**src/rhsc_map.svh**
```systemverilog
// Register offsets, field positions, reset values and command codes of the root hub status block.
`ifndef RHSC_MAP_SVH
`define RHSC_MAP_SVH
`define RHSC_CMD_READ        8'h14
`define RHSC_CMD_WRITE       8'h94
`define RHSC_IRQ_STATUS_ADR  8'h20
`define RHSC_IRQ_CLEAR_ADR   8'h21
`define RHSC_IRQ_ENABLE_ADR  8'h22
`define RHSC_CTRL_ADR        8'h23
`define RHSC_PORT_ADR        8'h24
`define RHSC_BIT_POWER_OFF   0
`define RHSC_BIT_OCI         1
`define RHSC_BIT_WAKE        15
`define RHSC_BIT_POWER_ON    16
`define RHSC_BIT_OC_CHANGE   17
`define RHSC_BIT_CLR_WAKE    31
`define RHSC_IRQ_OC_CHANGE   0
`define RHSC_IRQ_RESUME      1
`define RHSC_IRQ_RESUME_RAW  2
`define RHSC_RESET_WORD      32'h00000000
`endif

```
**src/rhsc_pkg.sv**
```systemverilog
// Types shared by the root hub status block.
package rhsc_pkg;
  typedef logic [7:0]  rhsc_addr_t;
  typedef logic [31:0] rhsc_word_t;
  typedef enum logic [1:0] {
    RHSC_RUNNING,
    RHSC_SUSPENDED,
    RHSC_RESUMING
  } rhsc_host_e;
endpackage : rhsc_pkg

```
**src/rhsc_root_hub_status.sv**
```systemverilog
// Root hub status and control register with overcurrent, wakeup, global power and interrupts.
`timescale 1ns/1ps
`include "rhsc_map.svh"
module rhsc_root_hub_status #(
  parameter int NPORTS = 2
) (
  input  wire logic                 CLK_I,
  input  wire logic                 RST_I,
  input  wire rhsc_pkg::rhsc_addr_t ADDR_I,
  input  wire rhsc_pkg::rhsc_word_t WDATA_I,
  input  wire logic                 WR_I,
  input  wire logic                 RD_I,
  output rhsc_pkg::rhsc_word_t      RDATA_O,
  input  wire logic                 OVERCURRENT_PIN_I,
  input  wire logic                 PER_PORT_OC_I,
  input  wire logic                 PER_PORT_SWITCHING_SELECT_I,
  input  wire logic [NPORTS:1]      PORT_POWER_MASK_I,
  input  wire logic [NPORTS:1]      PORT_ON_I,
  input  wire logic [NPORTS:1]      PORT_OFF_I,
  input  wire logic                 ATTACH_CHANGE_FLAG_I,
  input  wire logic                 SUSPEND_REQ_I,
  input  wire logic                 RESUME_DONE_I,
  output logic [NPORTS:1]           PORT_POWERED_FLAG_O,
  output logic                      HOST_SUSPENDED_STATE_O,
  output logic                      HOST_RESUMING_STATE_O,
  output logic                      RESUME_SEEN_INTERRUPT_O,
  output logic                      IRQ_O
);
  import rhsc_pkg::*;

  localparam int NIRQ = 3;

  logic             oc_sync;
  logic             oc_prev_reg;
  logic             global_overcurrent_indicator;
  logic             overcurrent_change_flag_reg;
  logic             remote_wakeup_enable_flag_reg;
  logic             wr_hub;
  logic             power_on_all;
  logic             power_off_all;
  logic             oc_event;
  logic             resume_event;
  rhsc_host_e       host_reg;
  logic [NIRQ-1:0]  irq_status_reg;
  logic [NIRQ-1:0]  irq_enable_reg;
  logic [NIRQ-1:0]  irq_set;
  logic [NIRQ-1:0]  irq_clear;
  rhsc_word_t       hub_word;
  rhsc_word_t       rdata_next;

  // Returns one when a write of the given bit position carries a one.
  function automatic logic wr_bit(input logic wr, input rhsc_word_t data, input int pos);
    wr_bit = wr && data[pos];
  endfunction : wr_bit

  // The overcurrent pin is asynchronous, so it passes two flip-flops first.
  rhsc_sync #(
    .WIDTH (1)
  ) u_oc_sync (
    .clk_i   (CLK_I),
    .rst_i   (RST_I),
    .async_i (OVERCURRENT_PIN_I),
    .sync_o  (oc_sync)
  );

  assign wr_hub = WR_I && (ADDR_I == `RHSC_CMD_WRITE);

  assign global_overcurrent_indicator = oc_sync && !PER_PORT_OC_I;

  // Edge history of the indicator, used for the change flag.
  always_ff @(posedge CLK_I) begin
    if (RST_I) begin
      oc_prev_reg <= 1'b0;
    end else begin
      oc_prev_reg <= global_overcurrent_indicator;
    end
  end

  assign oc_event = global_overcurrent_indicator != oc_prev_reg;

  // Change flag; a change in the clearing cycle wins so no event is lost.
  always_ff @(posedge CLK_I) begin
    if (RST_I) begin
      overcurrent_change_flag_reg <= 1'b0;
    end else if (oc_event) begin
      overcurrent_change_flag_reg <= 1'b1;
    end else if (wr_bit(wr_hub, WDATA_I, `RHSC_BIT_OC_CHANGE)) begin
      overcurrent_change_flag_reg <= 1'b0;
    end
  end

  // Wakeup enable; set and clear in one write leaves it cleared, the safer outcome.
  always_ff @(posedge CLK_I) begin
    if (RST_I) begin
      remote_wakeup_enable_flag_reg <= 1'b0;
    end else if (wr_bit(wr_hub, WDATA_I, `RHSC_BIT_CLR_WAKE)) begin
      remote_wakeup_enable_flag_reg <= 1'b0;
    end else if (wr_bit(wr_hub, WDATA_I, `RHSC_BIT_WAKE)) begin
      remote_wakeup_enable_flag_reg <= 1'b1;
    end
  end

  assign power_on_all  = wr_bit(wr_hub, WDATA_I, `RHSC_BIT_POWER_ON);
  assign power_off_all = wr_bit(wr_hub, WDATA_I, `RHSC_BIT_POWER_OFF);

  // Port power state with mask filtering.
  rhsc_port_power #(
    .NPORTS (NPORTS)
  ) u_port_power (
    .clk_i                       (CLK_I),
    .rst_i                       (RST_I),
    .per_port_switching_select_i (PER_PORT_SWITCHING_SELECT_I),
    .port_power_mask_i           (PORT_POWER_MASK_I),
    .global_on_i                 (power_on_all),
    .global_off_i                (power_off_all),
    .port_on_i                   (PORT_ON_I),
    .port_off_i                  (PORT_OFF_I),
    .port_powered_flag_o         (PORT_POWERED_FLAG_O)
  );

  assign resume_event = ATTACH_CHANGE_FLAG_I && remote_wakeup_enable_flag_reg && (host_reg == RHSC_SUSPENDED);

  // Host power state; the attach change input is same-clock logic and takes no synchroniser.
  always_ff @(posedge CLK_I) begin
    if (RST_I) begin
      host_reg <= RHSC_RUNNING;
    end else begin
      unique case (host_reg)
        RHSC_RUNNING: begin
          if (SUSPEND_REQ_I) begin
            host_reg <= RHSC_SUSPENDED;
          end
        end
        RHSC_SUSPENDED: begin
          if (resume_event) begin
            host_reg <= RHSC_RESUMING;
          end
        end
        RHSC_RESUMING: begin
          if (RESUME_DONE_I) begin
            host_reg <= RHSC_RUNNING;
          end
        end
      endcase
    end
  end

  assign HOST_SUSPENDED_STATE_O = host_reg == RHSC_SUSPENDED;
  assign HOST_RESUMING_STATE_O  = host_reg == RHSC_RESUMING;

  // Interrupt sources: overcurrent change, resume, and raw attach while wakeup is on.
  always_comb begin
    irq_set = '0;
    irq_set[`RHSC_IRQ_OC_CHANGE]  = oc_event;
    irq_set[`RHSC_IRQ_RESUME]     = resume_event;
    irq_set[`RHSC_IRQ_RESUME_RAW] = ATTACH_CHANGE_FLAG_I && remote_wakeup_enable_flag_reg;
  end

  assign irq_clear = (WR_I && ADDR_I == `RHSC_IRQ_CLEAR_ADR) ? WDATA_I[NIRQ-1:0] : '0;

  // Sticky status; a new event outranks a clear in the same cycle.
  always_ff @(posedge CLK_I) begin
    if (RST_I) begin
      irq_status_reg <= '0;
    end else begin
      irq_status_reg <= irq_set | (irq_status_reg & ~irq_clear);
    end
  end

  // Enable register written by software.
  always_ff @(posedge CLK_I) begin
    if (RST_I) begin
      irq_enable_reg <= '0;
    end else if (WR_I && ADDR_I == `RHSC_IRQ_ENABLE_ADR) begin
      irq_enable_reg <= WDATA_I[NIRQ-1:0];
    end
  end

  assign IRQ_O                   = |(irq_status_reg & irq_enable_reg);
  assign RESUME_SEEN_INTERRUPT_O = irq_status_reg[`RHSC_IRQ_RESUME];

  always_comb begin
    hub_word = `RHSC_RESET_WORD;
    hub_word[`RHSC_BIT_OCI]       = global_overcurrent_indicator;
    hub_word[`RHSC_BIT_WAKE]      = remote_wakeup_enable_flag_reg;
    hub_word[`RHSC_BIT_OC_CHANGE] = overcurrent_change_flag_reg;
  end

  // Read mux; unmapped addresses return zero.
  always_comb begin
    rdata_next = '0;
    unique case (ADDR_I)
      `RHSC_CMD_READ:       rdata_next = hub_word;
      `RHSC_IRQ_STATUS_ADR: rdata_next[NIRQ-1:0] = irq_status_reg;
      `RHSC_IRQ_ENABLE_ADR: rdata_next[NIRQ-1:0] = irq_enable_reg;
      `RHSC_CTRL_ADR:       rdata_next[1:0] = {PER_PORT_OC_I, PER_PORT_SWITCHING_SELECT_I};
      `RHSC_PORT_ADR:       rdata_next[NPORTS:1] = PORT_POWERED_FLAG_O;
      default:              rdata_next = '0;
    endcase
  end

  // Read data stand only in the cycle after the strobe.
  always_ff @(posedge CLK_I) begin
    if (RST_I) begin
      RDATA_O <= '0;
    end else if (RD_I) begin
      RDATA_O <= rdata_next;
    end else begin
      RDATA_O <= '0;
    end
  end
endmodule : rhsc_root_hub_status

```
**src/rhsc_sync.sv**
```systemverilog
// Two flip-flop synchroniser for a vector of pin levels.
`timescale 1ns/1ps
module rhsc_sync #(
  parameter int WIDTH = 1
) (
  input  wire logic             clk_i,
  input  wire logic             rst_i,
  input  wire logic [WIDTH-1:0] async_i,
  output logic      [WIDTH-1:0] sync_o
);
  logic [WIDTH-1:0] meta_reg;

  // The first stage feeds only the second stage.
  always_ff @(posedge clk_i) begin
    if (rst_i) begin
      meta_reg <= '0;
      sync_o   <= '0;
    end else begin
      meta_reg <= async_i;
      sync_o   <= meta_reg;
    end
  end
endmodule : rhsc_sync

```
**src/rhsc_port_power.sv**
```systemverilog
// Per-port power state with global set and clear actions filtered by the port power mask while per-port switching is selected.
`timescale 1ns/1ps
module rhsc_port_power #(
  parameter int NPORTS = 2
) (
  input  wire logic              clk_i,
  input  wire logic              rst_i,
  input  wire logic              per_port_switching_select_i,
  input  wire logic [NPORTS:1]   port_power_mask_i,
  input  wire logic              global_on_i,
  input  wire logic              global_off_i,
  input  wire logic [NPORTS:1]   port_on_i,
  input  wire logic [NPORTS:1]   port_off_i,
  output logic      [NPORTS:1]   port_powered_flag_o
);
  genvar g;
  generate
    for (g = 1; g <= NPORTS; g++) begin : g_port
      logic follows_global;
      assign follows_global = !per_port_switching_select_i || !port_power_mask_i[g];

      // Global actions move only ports that follow them; masked ports take per-port commands only while per-port switching is selected.
      always_ff @(posedge clk_i) begin
        if (rst_i) begin
          port_powered_flag_o[g] <= 1'b0;
        end else if (global_on_i && follows_global) begin
          port_powered_flag_o[g] <= 1'b1;
        end else if (global_off_i && follows_global) begin
          port_powered_flag_o[g] <= 1'b0;
        end else if (port_on_i[g] && per_port_switching_select_i && port_power_mask_i[g]) begin
          port_powered_flag_o[g] <= 1'b1;
        end else if (port_off_i[g] && per_port_switching_select_i && port_power_mask_i[g]) begin
          port_powered_flag_o[g] <= 1'b0;
        end
      end
    end
  endgenerate
endmodule : rhsc_port_power

```
**config.mk**
```make
export PLATFORM = sky130hd
export DESIGN_NAME = rhsc_root_hub_status
export DESIGN_NICKNAME = d
export VERILOG_FILES = /design/src/rhsc_pkg.sv /design/src/rhsc_root_hub_status.sv /design/src/rhsc_sync.sv /design/src/rhsc_port_power.sv
export VERILOG_INCLUDE_DIRS = /design/src /design/src/src
export SDC_FILE = /design/constraint.sdc
export NUM_CORES = 1
export LEC_CHECK = 0
export BUFFER_PORTS_ARGS = -buffer_cell sky130_fd_sc_hd__buf_2
export CAP_MARGIN = 20
export CORE_ASPECT_RATIO = 1.4
export CORE_MARGIN = 5
export CORE_UTILIZATION = 43
export CTS_CLUSTER_DIAMETER = 150
export DETAILED_ROUTE_END_ITERATION = 8
export PLACE_DENSITY = 0.95
export SLEW_MARGIN = 20
export SYNTH_ARGS = -nofsm -noshare
export SYNTH_HDL_FRONTEND = slang
export SYNTH_HIERARCHICAL = 1
export SYNTH_SLANG_ARGS = --single-unit
```
**constraint.sdc**
```tcl
create_clock -name CLK_I -period 2.4 [get_ports CLK_I]
set_input_delay 0.48 -clock CLK_I [delete_from_list [all_inputs] [get_ports CLK_I]]
set_output_delay 0.48 -clock CLK_I [all_outputs]
set_load 0.05 [all_outputs]
```
==> reports/metrics.cfg <==
[pwr]
pwr-share-seq_pct=39.3
power.switching_uw=358.7
power_density_nw_per_um2=652.4
p_total_uw=937.2
power_leakage_uw=0.0006894
clkPwrFrac_pct=26.7
ir_worst_vdd_v=0.0003553
sw_frac_of_total_pct=38.27
pwr-share-comb_pct=34.0
p_int_uw=578.5

[final_layout]
final_common_cell=buf_2
layout_common_cells=buf_2, conb_1, dfxtp_1
nets=243
multi_input_area_um2=688.2
final_layout_size_suffix_gt1_share_pct=29.12
seq_area_um2=400.4
n_antenna_cell=0
n_fill_cell=282
design_area_um2=1436
largest_register_ffs=5
area_delta_synth_final_pct=13.89
stdcell_count=219

[route]
drt-wirelength-per-cell_um=13.43
wirelength_um=2941
num_vias=1104
drtPass1Iterations=4
drt-initial-drc-count=28
vias_per_cell=5.041
drtAntennaViolNets=0
post-route-drc-count=0

[floorplan]
die_area_um2=4131
rows=23
die_h_um=74.08
io_pins=94
core-area_um2=2849
initial_core_util_pct=44.27
die_x_um=55.77

[clock_network]
htree_levels=1
cts_buffers=3
cts_resized=0
cts_tree=yes
clkLatencyLatePin_ns=0.26
postCtsSetupBuffers=0
root_buffer=clkbuf_8
path_clk_slew_ns=0.07
cts_sinks=20
clock_path_buffers=2
postCtsHoldBufs=0

[timing]
max_freq_mhz=559.6
tns_ns=0
period_share_pct=74.46
setup_violations=0
period_needed_ns=1.787
slew_violations=0
finClkSkew_ns=0.006704
relSlewSlack_pct=61.68
rsz0062_at_grt=false
finalHoldViolCount=0
whs_ns=0.3912
tightestPinTransition_ns=0.5748

[setup_path]
cp_data_required_time_ns=1.92
crit_path_end_kind=output port
r2r_end=host_reg[1]
worst-setup-path-type=flop to output port
critical_path_peak_fanout=4
critPathBufInv=2
crit_family=compound AO/OA/AOI/OAI gates
timing.rr.start=host_reg[0]
r2r_cells=5
max_stage_delay_ns=0.41
critPathArrivalTime_ns=1.31
crit_slowest_cell=a222oi_1
path_cells=a222oi_1, inv_1, buf_2
critPathLaunchType=flop
rrSetupSlack_ns=0.73

[grt]
grt_overflow=0
grt_pass1_wl_um=4533
grt_max_degree=18
grt.total_usage_pct=13.94
antenna_found_initial=0
grt_pass1_vias=1114

[synth]
ys_types=39
netlist_instances=141
synth_top_area_share_pct=31.75
synth_edf_count=0
yosys_register_bits=20
yosysTopAreaCell=dfxtp_1
syn_area_um2=1261
yosys_warnings=6
syn_avg_cell_area_um2=8.945
synth_area_leaders=dfxtp_1, buf_4, mux2i_1, ha_1, nor2_1
yosysSeqAreaShare_pct=31.75
synthFlopType=dfxtp_1
postSynth.asyncResetShare_pct=0

[status]
outcome=finished, final reports clean

[min_path]
holdPathEnd=remote_wakeup_enable_flag_reg
hold_start=WDATA_I[31]
hold_class=input pin to flop
min_path_cells=2

[place]
gp_congestion=0.9057
io_buffers=41
dpl.hpwl_um=2357
dpl-instance-area_um2=1381
placed_cells=215

[flow_run]
max_cap_violations=0

==> worst reg2reg max path: stages (launching register included) <==
cell	delay, ns
dfxtp_1	0.39
inv_1	0.09
ha_1	0.21
a222oi_1	0.57
mux2i_1	0.24
nor2_1	0.05
==> metal layers <==
layer  track usage, %  share of wire (%)
met1            12.11                 33
met4            6.486                2.3
met5                0                  0
met3            4.340                 10
met2            28.68                 55
==> how the worst max path moves through the flow <==
stage | startpoint | to | slack [ns] | depth (start not counted)
after floorplan | host_reg[0] | host_reg[1] | 0.66 | 5
after global placement | ADDR_I[4] | irq_status_reg[0] | 0.47 | 5
after detailed placement | ADDR_I[4] | irq_status_reg[0] | 0.43 | 5
after CTS | irq_status_reg[1] | IRQ_O | 0.66 | 3
after global routing | irq_status_reg[1] | IRQ_O | 0.59 | 3
final | irq_status_reg[1] | IRQ_O | 0.61 | 3
==> synthesized netlist by cell type (2+ instances only) <==
library cell  count
buf_4            27
dfxtp_1          20
nor2_1           12
inv_1            11
a21oi_1           7
mux2i_1           6
nor2b_1           6
a311oi_1          4
and3_1            4
ha_1              4
nand2b_1          3
nand3_1           3
a211oi_1          2
a221oi_1          2
a222oi_1          2
a22oi_1           2
buf_6             2
o21ai_0           2
or4b_4            2
==> cell type report <==
type,instances,share of cell area [%]
clock buffers,4,3.833
flip-flops and latches,20,27.87
multi-input cells,106,47.91
well taps,37,3.223
repair buffers,41,14.29
inverters,11,2.875
==> stage by stage <==
step	worst slack [ns]	util (%)
6_report	0.6130	50.42
5_1_grt	0.5867	50.42
4_1_cts	0.6649	50.42
3_5_place_dp	0.4329	48.48
3_3_place_gp	0.4678	48.48
2_1_floorplan	0.6626	-
==> power by group through the flow <==
stage / Clock [uW] / Sequential, uW / Combinational [uW]
global route: 278 / 371 / 345
floorplan: 0 / 380 / 283
finish: 250 / 369 / 318
detailed placement: 0 / 377 / 316
CTS: 255 / 369 / 318
global placement: 0 / 375 / 310
==> cell families after synthesis <==
kind of cell               synth area share, %
adders and majority gates                3.968
AOI/OAI and AO/OA                        15.48
DFF                                      31.75
and+or+nand+nor                          20.93
xor gates and xnor gates                 1.389
muxes                                    4.762
other                                   0.2973
buffers and inverters                    21.43
No activity file was read; power rests on OpenSTA's default activity.
